[src/verilog/tcml_pkg.sv]
// Package: register map, field layout, reset values and mode codes of the channel
package tcml_pkg;

  // ---------------------------------------------------------------
  // Widths
  // ---------------------------------------------------------------
  localparam int unsigned CNT_W  = 16;
  localparam int unsigned ADDR_W = 8;

  // ---------------------------------------------------------------
  // Register byte offsets
  // ---------------------------------------------------------------
  localparam logic [7:0] OFS_MODE   = 8'h00; // capture_compare_mode_one
  localparam logic [7:0] OFS_CMP    = 8'h04; // ch_compare_value (buffer side)
  localparam logic [7:0] OFS_CTRL   = 8'h08; // polarity and one-pulse select
  localparam logic [7:0] OFS_STAT   = 8'h0C; // live channel state, read only
  localparam logic [7:0] OFS_SHADOW = 8'h10; // active compare value, read only

  // ---------------------------------------------------------------
  // Field positions
  // ---------------------------------------------------------------
  localparam int unsigned MODE_LSB   = 12; // out_cmp_mode, 3 bits
  localparam int unsigned FILT_LSB   = 12; // input_filter_sel, 4 bits
  localparam int unsigned FAST_BIT   = 11; // cmp_fast_en
  localparam int unsigned BUF_BIT    = 10; // cmp_buffer_en
  localparam int unsigned DIR_LSB    = 8;  // channel_dir_sel, 2 bits
  localparam int unsigned POL_BIT    = 0;  // output_polarity_sel
  localparam int unsigned OPM_BIT    = 1;  // one_pulse_sel
  localparam int unsigned ST_REF_BIT = 0;
  localparam int unsigned ST_FLT_BIT = 1;
  localparam int unsigned ST_PIN_BIT = 2;

  // ---------------------------------------------------------------
  // Reset values and bus answers
  // ---------------------------------------------------------------
  localparam logic [15:0] RST_MODE  = 16'h0000;
  localparam logic [15:0] RST_CMP   = 16'h0000;
  localparam logic [1:0]  RST_CTRL  = 2'h0;
  localparam logic [1:0]  DIR_OUT   = 2'h0;
  localparam logic [1:0]  RESP_OKAY = 2'h0;
  localparam logic [1:0]  RESP_SLV  = 2'h2;

  // Divider shift per filter code, code 15 first
  localparam logic [15:0][2:0] FILT_SH = {3'h5, 3'h5, 3'h5, 3'h4, 3'h4, 3'h4, 3'h3, 3'h3,
                                          3'h2, 3'h2, 3'h1, 3'h1, 3'h0, 3'h0, 3'h0, 3'h0};
  // Consecutive samples per filter code, code 15 first; 1 means no filtering
  localparam logic [15:0][3:0] FILT_N = {4'h8, 4'h6, 4'h5, 4'h8, 4'h6, 4'h5, 4'h8, 4'h6,
                                         4'h8, 4'h6, 4'h8, 4'h6, 4'h8, 4'h4, 4'h2, 4'h1};

  // Output compare modes
  typedef enum logic [2:0] {
    OCM_FROZEN = 3'h0,
    OCM_SET    = 3'h1,
    OCM_CLR    = 3'h2,
    OCM_TOGGLE = 3'h3,
    OCM_FORCE0 = 3'h4,
    OCM_FORCE1 = 3'h5,
    OCM_PWM1   = 3'h6,
    OCM_PWM2   = 3'h7
  } tcml_ocmode_e;

endpackage : tcml_pkg

[src/verilog/tcml_top.sv]
// Channel mode logic: AXI4-Lite registers, compare reference, buffering, filter
// ---------------------------------------------------------------
// Overview of operation
// RULE1 - Mode field 14:12 drives the reference only while channel is output
// RULE2 - Reference is active high; pin level flipped by polarity select
// RULE3 - Mode 000 frozen: match leaves reference unchanged
// RULE4 - Mode 001 sets reference high on counter match
// RULE5 - Mode 010 drives reference low on counter match
// RULE6 - Mode 011 toggles reference on every counter match
// RULE7 - Mode 100 forces reference inactive, 101 forces active
// RULE8 - PWM1: up active below compare; down inactive above compare
// RULE9 - PWM2: up inactive below compare; down active above compare
// RULE10 - PWM level changes only with comparison or frozen-to-PWM switch
// RULE11 - Buffer off: compare write reaches shadow at once
// RULE12 - Buffer on: access hits buffer, copied to shadow each update
// RULE13 - Software uses PWM without buffer only in one-pulse operation
// RULE14 - Fast off: trigger has no direct effect, at least five cycles
// RULE15 - Fast on: trigger edge acts as compare match; the code ignores the trigger in PWM modes 110 and 111
// RULE16 - Filter field 15:12 applies only while channel is input
// RULE17 - Filter output changes after N equal consecutive samples
// RULE18 - Codes 0000-0011 sample at clock: none, 2, 4, 8
// RULE19 - Codes 0100-1001 sample at clock/2,/4,/8, six then eight
// RULE20 - Codes 1010-1100 at clock/16 N 5,6,8; 1101-1110 clock/32 N 5,6
// RULE21 - Code 1111 samples at clock/32 with eight samples
// RULE22 - Direction 00 means output, any other value means input
// RULE23 - Filter sampling uses a one-cycle enable tick from a divider
// ---------------------------------------------------------------
//
// The AXI4-Lite register port and the register addresses were chosen for this implementation.
`timescale 1ns/1ps
`default_nettype none
module tcml_top (
  input  wire logic        CLK,
  input  wire logic        ARST_N,
  input  wire logic        CE,
  // AXI4-Lite slave
  input  wire logic [7:0]  S_AXI_AWADDR,
  input  wire logic        S_AXI_AWVALID,
  output logic             S_AXI_AWREADY,
  input  wire logic [31:0] S_AXI_WDATA,
  input  wire logic [3:0]  S_AXI_WSTRB,
  input  wire logic        S_AXI_WVALID,
  output logic             S_AXI_WREADY,
  output logic [1:0]       S_AXI_BRESP,
  output logic             S_AXI_BVALID,
  input  wire logic        S_AXI_BREADY,
  input  wire logic [7:0]  S_AXI_ARADDR,
  input  wire logic        S_AXI_ARVALID,
  output logic             S_AXI_ARREADY,
  output logic [31:0]      S_AXI_RDATA,
  output logic [1:0]       S_AXI_RRESP,
  output logic             S_AXI_RVALID,
  input  wire logic        S_AXI_RREADY,
  // Timer side
  input  wire logic [15:0] COUNT_VALUE,
  input  wire logic        COUNT_DOWN,
  input  wire logic        UPDATE_EVENT,
  input  wire logic        TRIG_EDGE,
  input  wire logic        TIMER_INPUT_B,
  output logic             CMP_REFERENCE,
  output logic             CMP_OUTPUT_PIN,
  output logic             FILTERED_INPUT_B
);

  // ---------------------------------------------------------------
  // State
  // ---------------------------------------------------------------
  logic        aw_full_reg;
  logic        w_full_reg;
  logic [7:0]  aw_addr_reg;
  logic [31:0] wdata_reg;
  logic [3:0]  wstrb_reg;
  logic        bvalid_reg;
  logic [1:0]  bresp_reg;
  logic        rvalid_reg;
  logic [1:0]  rresp_reg;
  logic [31:0] rdata_reg;
  logic [15:0] mode_reg;
  logic [15:0] buf_reg;
  logic [15:0] shadow_reg;
  logic [1:0]  ctrl_reg;
  logic        ref_reg;
  logic        pin_reg;
  logic        sync1_reg;
  logic        sync2_reg;
  logic        ref_next;
  logic        filt_out;

  // Byte-lane merge of a write into an old register value
  function automatic logic [31:0] merge(input logic [31:0] old_v,
                                        input logic [31:0] new_v,
                                        input logic [3:0]  strb);
    logic [31:0] m;
    m = {{8{strb[3]}}, {8{strb[2]}}, {8{strb[1]}}, {8{strb[0]}}};
    return (old_v & ~m) | (new_v & m);
  endfunction : merge

  // ---------------------------------------------------------------
  // Write channel decode
  // ---------------------------------------------------------------
  // Address and data are held separately so either may arrive first
  wire logic wr_go   = aw_full_reg && w_full_reg && !bvalid_reg;
  wire logic aw_take = S_AXI_AWVALID && S_AXI_AWREADY;
  wire logic w_take  = S_AXI_WVALID && S_AXI_WREADY;
  wire logic wr_mode = wr_go && aw_addr_reg == tcml_pkg::OFS_MODE;
  wire logic wr_cmp  = wr_go && aw_addr_reg == tcml_pkg::OFS_CMP;
  wire logic wr_ctrl = wr_go && aw_addr_reg == tcml_pkg::OFS_CTRL;
  wire logic wr_ro   = aw_addr_reg == tcml_pkg::OFS_STAT ||
                       aw_addr_reg == tcml_pkg::OFS_SHADOW;
  wire logic wr_hit  = wr_mode || wr_cmp || wr_ctrl || wr_ro;

  wire logic [31:0] mode_wval = merge({16'h0000, mode_reg}, wdata_reg, wstrb_reg);
  wire logic [31:0] cmp_wval  = merge({16'h0000, buf_reg}, wdata_reg, wstrb_reg);
  wire logic [31:0] ctrl_wval = merge({30'h0, ctrl_reg}, wdata_reg, wstrb_reg);

  // Readies drop with CE so no beat is accepted while state is frozen
  assign S_AXI_AWREADY = CE && !aw_full_reg;
  assign S_AXI_WREADY  = CE && !w_full_reg;
  assign S_AXI_BVALID  = bvalid_reg;
  assign S_AXI_BRESP   = bresp_reg;

  // Write handshake state
  always_ff @(posedge CLK or negedge ARST_N) begin
    if (!ARST_N) begin
      aw_full_reg <= 1'b0;
      w_full_reg  <= 1'b0;
      aw_addr_reg <= 8'h00;
      wdata_reg   <= 32'h0000_0000;
      wstrb_reg   <= 4'h0;
      bvalid_reg  <= 1'b0;
      bresp_reg   <= tcml_pkg::RESP_OKAY;
    end else if (CE) begin
      if (aw_take) begin
        aw_full_reg <= 1'b1;
        aw_addr_reg <= S_AXI_AWADDR;
      end else if (wr_go) begin
        aw_full_reg <= 1'b0;
      end
      if (w_take) begin
        w_full_reg <= 1'b1;
        wdata_reg  <= S_AXI_WDATA;
        wstrb_reg  <= S_AXI_WSTRB;
      end else if (wr_go) begin
        w_full_reg <= 1'b0;
      end
      if (wr_go) begin
        bvalid_reg <= 1'b1;
        bresp_reg  <= wr_hit ? tcml_pkg::RESP_OKAY : tcml_pkg::RESP_SLV;
      end else if (S_AXI_BREADY) begin
        bvalid_reg <= 1'b0;
      end
    end
  end

  // ---------------------------------------------------------------
  // Read channel
  // ---------------------------------------------------------------
  wire logic        rd_take = S_AXI_ARVALID && S_AXI_ARREADY;
  wire logic [31:0] stat_val = {29'h0, pin_reg, filt_out, ref_reg};
  wire logic        rd_m = S_AXI_ARADDR == tcml_pkg::OFS_MODE;
  wire logic        rd_c = S_AXI_ARADDR == tcml_pkg::OFS_CMP;
  wire logic        rd_k = S_AXI_ARADDR == tcml_pkg::OFS_CTRL;
  wire logic        rd_s = S_AXI_ARADDR == tcml_pkg::OFS_STAT;
  wire logic        rd_h = S_AXI_ARADDR == tcml_pkg::OFS_SHADOW;
  wire logic        rd_hit = rd_m || rd_c || rd_k || rd_s || rd_h;
  // Compare offset shows the buffer; with buffering off it equals the shadow
  wire logic [31:0] rd_data = rd_m ? {16'h0000, mode_reg} :
                              rd_c ? {16'h0000, buf_reg} :      // [RULE12]
                              rd_k ? {30'h0, ctrl_reg} :
                              rd_s ? stat_val :
                              rd_h ? {16'h0000, shadow_reg} : 32'h0000_0000;

  assign S_AXI_ARREADY = CE && !rvalid_reg;
  assign S_AXI_RVALID  = rvalid_reg;
  assign S_AXI_RDATA   = rdata_reg;
  assign S_AXI_RRESP   = rresp_reg;

  // Read answer register
  always_ff @(posedge CLK or negedge ARST_N) begin
    if (!ARST_N) begin
      rvalid_reg <= 1'b0;
      rdata_reg  <= 32'h0000_0000;
      rresp_reg  <= tcml_pkg::RESP_OKAY;
    end else if (CE) begin
      if (rd_take) begin
        rvalid_reg <= 1'b1;
        rdata_reg  <= rd_data;
        rresp_reg  <= rd_hit ? tcml_pkg::RESP_OKAY : tcml_pkg::RESP_SLV;
      end else if (S_AXI_RREADY) begin
        rvalid_reg <= 1'b0;
      end
    end
  end

  // ---------------------------------------------------------------
  // Configuration fields
  // ---------------------------------------------------------------
  wire tcml_pkg::tcml_ocmode_e mode = tcml_pkg::tcml_ocmode_e'(mode_reg[tcml_pkg::MODE_LSB +: 3]);
  wire logic       is_out  = mode_reg[tcml_pkg::DIR_LSB +: 2] == tcml_pkg::DIR_OUT; // [RULE22]
  wire logic       buf_en  = mode_reg[tcml_pkg::BUF_BIT];
  wire logic       fast_en = mode_reg[tcml_pkg::FAST_BIT];
  wire logic [3:0] filt_sel = mode_reg[tcml_pkg::FILT_LSB +: 4];
  wire logic       pol     = ctrl_reg[tcml_pkg::POL_BIT];

  // Shadow loads directly when unbuffered, else from the buffer on update
  wire logic [15:0] shadow_next =
    (wr_cmp && !buf_en)       ? cmp_wval[15:0] :                   // [RULE11]
    (buf_en && UPDATE_EVENT)  ? buf_reg : shadow_reg;              // [RULE12]

  // Register file
  always_ff @(posedge CLK or negedge ARST_N) begin
    if (!ARST_N) begin
      mode_reg   <= tcml_pkg::RST_MODE;
      buf_reg    <= tcml_pkg::RST_CMP;
      shadow_reg <= tcml_pkg::RST_CMP;
      ctrl_reg   <= tcml_pkg::RST_CTRL;
    end else if (CE) begin
      if (wr_mode) mode_reg <= mode_wval[15:0];
      if (wr_cmp)  buf_reg  <= cmp_wval[15:0];
      if (wr_ctrl) ctrl_reg <= ctrl_wval[1:0];
      shadow_reg <= shadow_next;
    end
  end

  // ---------------------------------------------------------------
  // Compare reference
  // ---------------------------------------------------------------
  wire logic match = COUNT_VALUE == shadow_reg;
  wire logic lt    = COUNT_VALUE < shadow_reg;
  wire logic gt    = COUNT_VALUE > shadow_reg;
  // Trigger only counts as a match in fast mode; otherwise the counter
  // path alone moves the reference, which costs the trigger several cycles
  wire logic hit   = match || (fast_en && TRIG_EDGE);              // [RULE14] [RULE15]
  // PWM level is a pure function of the compare, so it moves only with it
  wire logic pwm1  = COUNT_DOWN ? !gt : lt;                        // [RULE8] [RULE10]
  wire logic pwm2  = COUNT_DOWN ? gt : !lt;                        // [RULE9] [RULE10]

  // Next reference level by mode; input channels hold it
  always_comb begin
    ref_next = ref_reg;
    if (is_out) begin                                              // [RULE1]
      case (mode)
        tcml_pkg::OCM_FROZEN: ref_next = ref_reg;                  // [RULE3]
        tcml_pkg::OCM_SET:    ref_next = hit ? 1'b1 : ref_reg;     // [RULE4]
        tcml_pkg::OCM_CLR:    ref_next = hit ? 1'b0 : ref_reg;     // [RULE5]
        tcml_pkg::OCM_TOGGLE: ref_next = hit ? !ref_reg : ref_reg; // [RULE6]
        tcml_pkg::OCM_FORCE0: ref_next = 1'b0;                     // [RULE7]
        tcml_pkg::OCM_FORCE1: ref_next = 1'b1;                     // [RULE7]
        tcml_pkg::OCM_PWM1:   ref_next = pwm1;
        tcml_pkg::OCM_PWM2:   ref_next = pwm2;
        default:              ref_next = ref_reg;
      endcase
    end
  end

  // Reference and pin flops; the pin is the reference seen through polarity
  always_ff @(posedge CLK or negedge ARST_N) begin
    if (!ARST_N) begin
      ref_reg <= 1'b0;
      pin_reg <= 1'b0;
    end else if (CE) begin
      ref_reg <= ref_next;
      pin_reg <= ref_next ^ pol;                                   // [RULE2]
    end
  end

  assign CMP_REFERENCE  = ref_reg;
  assign CMP_OUTPUT_PIN = pin_reg;

  // ---------------------------------------------------------------
  // Input path
  // ---------------------------------------------------------------
  // Two-stage synchroniser for the asynchronous pin
  always_ff @(posedge CLK or negedge ARST_N) begin
    if (!ARST_N) begin
      sync1_reg <= 1'b0;
      sync2_reg <= 1'b0;
    end else if (CE) begin
      sync1_reg <= TIMER_INPUT_B;
      sync2_reg <= sync1_reg;
    end
  end

  tcml_filt u_filt (
    .clk    (CLK),
    .arst_n (ARST_N),
    .ce     (CE),
    .en     (!is_out),                                             // [RULE16]
    .code   (filt_sel),
    .din    (sync2_reg),
    .dout   (filt_out)
  );

  assign FILTERED_INPUT_B = filt_out;
endmodule : tcml_top
`default_nettype wire

[src/verilog/tcml_filt.sv]
// Input digital filter with divided sampling tick for the channel input
`timescale 1ns/1ps
`default_nettype none
module tcml_filt (
  input  wire logic       clk,
  input  wire logic       arst_n,
  input  wire logic       ce,
  input  wire logic       en,
  input  wire logic [3:0] code,
  input  wire logic       din,
  output logic            dout
);

  // ---------------------------------------------------------------
  // Sampling tick
  // ---------------------------------------------------------------
  logic [4:0] div_reg;
  logic [3:0] run_reg;
  logic       out_reg;

  // A tick fires when the low bits of a free counter are all ones
  wire logic [2:0] sh      = tcml_pkg::FILT_SH[code];
  wire logic [3:0] n_need  = tcml_pkg::FILT_N[code];
  wire logic [4:0] mask    = 5'((6'h01 << sh) - 6'h01);
  wire logic       tick    = (div_reg & mask) == mask;   // [RULE23]
  wire logic [3:0] run_inc = run_reg + 4'h1;
  wire logic       done    = run_inc >= n_need;

  // Count samples that differ from the output; any agreeing sample restarts
  always_ff @(posedge clk or negedge arst_n) begin
    if (!arst_n) begin
      div_reg <= 5'h00;
      run_reg <= 4'h0;
      out_reg <= 1'b0;
    end else if (ce) begin
      div_reg <= div_reg + 5'h01;
      if (en && tick) begin                 // [RULE16] [RULE19] [RULE20] [RULE21]
        if (din == out_reg) begin
          run_reg <= 4'h0;
        end else if (done) begin            // [RULE17] [RULE18]
          out_reg <= din;
          run_reg <= 4'h0;
        end else begin
          run_reg <= run_inc;
        end
      end
    end
  end

  assign dout = out_reg;
endmodule : tcml_filt
`default_nettype wire

[config.mk]
export PLATFORM = sky130hd
export DESIGN_NAME = tcml_top
export DESIGN_NICKNAME = d
export VERILOG_FILES = /design/src/verilog/tcml_pkg.sv /design/src/verilog/tcml_top.sv /design/src/verilog/tcml_filt.sv
export SDC_FILE = /design/constraint.sdc
export NUM_CORES = 1
export LEC_CHECK = 0
export ABC_AREA = 0
export BUFFER_PORTS_ARGS = -buffer_cell sky130_fd_sc_hd__buf_4
export CORE_ASPECT_RATIO = 1.2
export CORE_MARGIN = 2
export CORE_UTILIZATION = 55
export CTS_CLUSTER_DIAMETER = 30
export CTS_CLUSTER_SIZE = 12
export DETAILED_ROUTE_END_ITERATION = 8
export PLACE_DENSITY = 0.84
export SETUP_SLACK_MARGIN = 0.05
export SLEW_MARGIN = 40
export SYNTH_ARGS = -nofsm -noshare
export SYNTH_HDL_FRONTEND = slang
export SYNTH_SLANG_ARGS = --single-unit
[constraint.sdc]
create_clock -name CLK -period 4.6 [get_ports CLK]
set_input_delay 0.23 -clock CLK [delete_from_list [all_inputs] [get_ports CLK]]
set_output_delay 0.23 -clock CLK [all_outputs]
set_load 0.05 [all_outputs]
### After elaboration in Yosys (flattened, before gate mapping)

Memory sizes are Yosys's and may differ from the RTL's.
Cells that the tools add are included.
Widths: inputs -> output; s select.

| word-level totals | value |
|---|---|
| bits in read-only memories | 112 |
| word-level logic and storage cells | 143 |
| bits in registers | 130 |
| memories kept | 2 |
| input port bits | 80 |

| cells by class | value |
|---|---|
| equality and inequality tests | 18 |
| bitwise logic cells | 11 |
| shifts and indexed selects | 1 |
| reductions and logical operators | 56 |
| $lt $le $gt $ge | 4 |
| mux-type cells | 27 |
| $add $sub $neg | 3 |

Memory list:

| name | depth | width | rd ports | clocked after Yosys merged registers in | wr ports | line | RTL |
|---|---|---|---|---|---|---|---|
| (no name shown) | 16 | 4 | 1 | 0 | 0 | tcml_filt.sv:23 | `wire logic [3:0] n_need = tcml_pkg::FILT_N[code];` |
| (no name shown) | 16 | 3 | 1 | 0 | 0 | tcml_filt.sv:22 | `wire logic [2:0] sh = tcml_pkg::FILT_SH[code];` |

Operators by type and width:

| operator | number |
|---|---|
| $mux 16 | 7 |
| $and 16x16->16 | 3 |
| $eq 8x4->1 const B | 4 |
| $or 16x16->16 | 2 |
| $reduce_and 2->1 | 13 |
| $eq 16x16->1 | 1 |
| $eq 8x3->1 const B | 2 |
| $eq 8x5->1 const B | 2 |
| $gt 16x16->1 | 1 |
| $logic_not 8->1 | 2 |
| $lt 16x16->1 | 1 |
| $not 16->16 | 1 |
| $logic_and 1x1->1 | 15 |
| $mux 1 | 13 |
| $eq 3x3->1 const B | 4 |
| $mux 4 | 3 |
| $reduce_bool 2->1 | 5 |
| $logic_not 1->1 | 9 |
| $logic_or 1x1->1 | 9 |
| $pmux 1 s8 | 1 |
| $eq 3x2->1 const B | 2 |
| $add 5x1->5 const B | 1 |
| $and 5x5->5 | 1 |
| $eq 5x5->1 | 1 |
| other kinds (16) | 17 |

### Depth between registers and ports, before layout

| logic depth | value |
|---|---|
| depth in word-level cells | 8 |
| gate-level depth with buffers | 12 |

### Modules after synthesis

A second synthesis with hierarchy kept.

| unflattened totals | value |
|---|---|
| cells, all modules | 565 |
| area total of the unflattened synthesis | 6000.8 um2 |

Modules (own cells, without submodules):

| module | cells an instance | times used | sequential area each (um2) | area an instance (um2) |
|---|---|---|---|---|
| tcml_top | 471 | 1 | 2552.4 | 5106.1 |
| tcml_filt | 94 | 1 | 250.2 | 894.6 |

### Worst setup path before layout

OpenSTA, ideal clock, no wires.

| timing | value |
|---|---|
| path type | flip-flop to flip-flop |
| start | register with a tool-made name |
| end | register u_filt.run_reg[1] |
| period minus slack after synthesis | 2.500 ns |
| setup time | 0.083 ns |
| data required time | 4.517 ns |
| stages on the path, launching flop included | 11 |
| slack | 2.100 ns |
| arrival | 2.418 ns |
| cell sequence | dfrtp_1 clkbuf_1 clkbuf_1 or2_2 ha_1 xor2_1 a21oi_1 mux2_2 o221ai_2 or3b_1 o21ai_0 |

RTL lines:

| element | line | RTL |
|---|---|---|
| to (signal assigned) | tcml_filt.sv:44 | `run_reg <= run_inc;` |
| to (decl) | tcml_filt.sv:18 | `logic [3:0] run_reg;` |

==> results_dict.tcl <==
set metrics [dict create \
    clkLatencyLatePin_ps 350 \
    antenna_found_initial 0 \
    drt_iter0_drc 181 \
    tns_ps 0 \
    power.internal_mw 1.95 \
    overflow 0 \
    cts_max_level 3 \
    n_antenna_cell 0 \
    fp.dieW_um 99.0 \
    drt_first_pass_iters 4 \
    synthArstFlopShare_pct 100 \
    setup_slack_ps 1720 \
    clock.fmax_mhz 347 \
    hpwl_mm 9.43 \
    synthFlopType "dfrtp_1" \
    synth_edf_count 0 \
    via_per_inst 5.82 \
    worst_setup_path_start_kind "flip-flop" \
    arrival_ps 3130 \
    cts.sinks 112 \
    final_nets 746 \
    route.detailed.drc 0 \
    grt_pass1_vias 4597 \
    yosysSeqAreaShare_pct 47.1 \
    rsz0062_at_grt "false" \
    clock_path_buffers 2 \
    report.final.slew_viol_count 0 \
    cts_tree "built" \
    worstMarginPinSlew_ps 848 \
    post_cts_buffers 0 \
    wirelength_mm 13.1 \
    holdWs_ps 107 \
    switchingPower_mw 0.925 \
    ant_nets 0 \
    p_leak_nw 3.31 \
    io_pins 124 \
    hold_viol 0 \
    holdCritPathClass "primary input to flip-flop" \
    syn_area_um2 5950 \
    yosysMostFrequentCell "dfrtp_1" \
    required_ps 4850 \
    critPathCaptureType "flip-flop" \
    final_area_um2 6960 \
    ctsResizeCount 0 \
    finalSetupViolCount 0 \
    r2r_slack_ps 1720 \
    port_buffers 87 \
    cts_buffers 9 \
    gp_congestion 0.935 \
    crit_type "flip-flop to flip-flop" \
    ys_top_cells_by_area "dfrtp_1 47%, mux2_2 12%, ha_1 6.1%" \
    wl_per_cell_um 17.1 \
    synth_largest_area_cell "dfrtp_1" \
    synth_top_area_share_pct 47.1 \
    die_y_um 118 \
    clockPowerShare_pct 26.5 \
    vias 4473 \
    initial_core_util_pct 56.6 \
    yosys_warnings 0 \
    synthDistinctLibCells 59 \
    std_cell_rows 41 \
    timing.final.crit_period_ps 2880 \
    ctsRootBufferMaster "clkbuf_16" \
    grtUsageTotal_pct 23.4 \
    avgSynthCellArea_um2 10.8 \
    synthTopCellsByCount "112 x dfrtp_1, 66 x mux2_2, 66 x nand2_1, 33 x o21ai_0, 29 x ha_1" \
    dp_slack_ps 1770 \
    synthCells 551 \
    slew_headroom_pct 43.2 \
    synth_seq_cells 112 \
    max_cap_violations 0 \
    skew_ps 11.7 \
    grt_max_degree 65 \
    grt_first_pass_wirelength_mm 21.8 \
    areaGrowthSynthToFinish_pct 16.9 \
    layout-drive-gt1-share_pct 30.0 \
    path_max_fanout 10 \
    layout.cells.non_filler 769 \
    vdd_drop_max_uv 248 \
    clkSlewWorstSetupHoldPaths_ps 70 \
    pwr-share-seq_pct 48.9 \
    p_sw_share_pct 32.1 \
    pwr-share-comb_pct 24.6 \
    p_per_area_nw_per_um2 413 \
    core-area_um2 10500 \
    dieArea_um2 11700 \
    hold_buffers 1 \
    dp.cells 754 \
    hold_start "S_AXI_WDATA[8]" \
    postPlaceCellArea_um2 6660 \
    post-route-period-util_pct 62.7 \
    status "complete, no violations" \
]
[metrics by stage]
step / power, mW / utilization [%]
floorplan: 1.89 / -
global placement: 2.08 / 63.2
detailed placement: 2.13 / 63.3
CTS: 2.90 / 66.1
global route: 3.03 / 66.2
finish: 2.88 / 66.2
[logic make-up (layout without fill, tap and decap cells)]
logic type / count (synthesis) / in the layout / synth area share, %
other: 1 / 18 / 0.0630
and+or+nand+nor: 139 / 139 / 11.9
xor gates and xnor gates: 9 / 9 / 1.32
buffers and inverters: 62 / 134 / 5.36
DFF: 112 / 112 / 47.1
AOI/OAI and AO/OA: 113 / 113 / 11.9
muxes: 86 / 86 / 16.3
adders and majority gates: 29 / 29 / 6.09
[routing by layer]
metal  GRT usage, %  up-vias  wire [µm]
li1               -     2095          -
met1           28.0     2204       5120
met2           41.0      147       6910
met3           3.03       27        678
met4           11.3        0        418
met5              0        -          0
[placed cells by master, fill, tap and decap left out, types with 3 or more instances in the layout]
cell	instances
a21o_1	3
o211ai_1	3
clkbuf_16	9
a21oi_2	6
xnor2_1	5
a21oi_1	21
nand2b_1	5
mux2i_1	18
mux2_2	66
nand4_1	5
and2_1	4
o31ai_1	3
ha_1	29
nand3_1	6
a22oi_1	16
dfrtp_1	112
o21ai_1	14
inv_1	26
o21ai_0	32
xor2_1	4
nor3_1	4
nand2_1	65
nor2_1	27
conb_1	18
buf_4	92
[path summary, 6_finish.rpt]
kind	endpoint	cells past startpoint
min in group asynchronous	wdata_reg[5]$_DFFE_PN0P_	2
max in group asynchronous	buf_reg[15]$_DFFE_PN0P_	3
hold reg to reg	S_AXI_RDATA[14]$_DFFE_PN0P_	2
setup / recovery	u_filt.run_reg[1]$_DFFE_PN0P_	11
hold / removal	wdata_reg[8]$_DFFE_PN0P_	2
setup reg to reg	u_filt.run_reg[1]$_DFFE_PN0P_	11
[critical path, stage by stage, from the launching register on]
cell and delay, ps:
dfrtp_1 560, inv_1 140, ha_1 290, nand3_1 100, o21ai_0 100, ha_1 310, nand2b_1 150, a21o_1 180
a21o_1 180, a21oi_1 170, or3b_1 410, o21ai_0 190
[power by group through the flow]
stage / clock network [mW] / registers [mW] / logic, mW
final: 0.763 / 1.41 / 0.707
after global routing: 0.813 / 1.44 / 0.772
after CTS: 0.780 / 1.40 / 0.713
after detailed placement: 0 / 1.42 / 0.707
after global placement: 0 / 1.41 / 0.676
after floorplan: 0 / 1.42 / 0.468
[layout make-up]
cell class                      instances  area (µm²)
Sequential cell                       112        2800
Clock inverter                          3        43.8
Multi-Input combinational cell        394        2900
Timing Repair Buffer                   94         712
Inverter                               26        97.6
Clock buffer                           11         243
Fill cell                             765        3560
Tap cell                              129         161
Note: power is estimated with default switching activity, not from simulation.
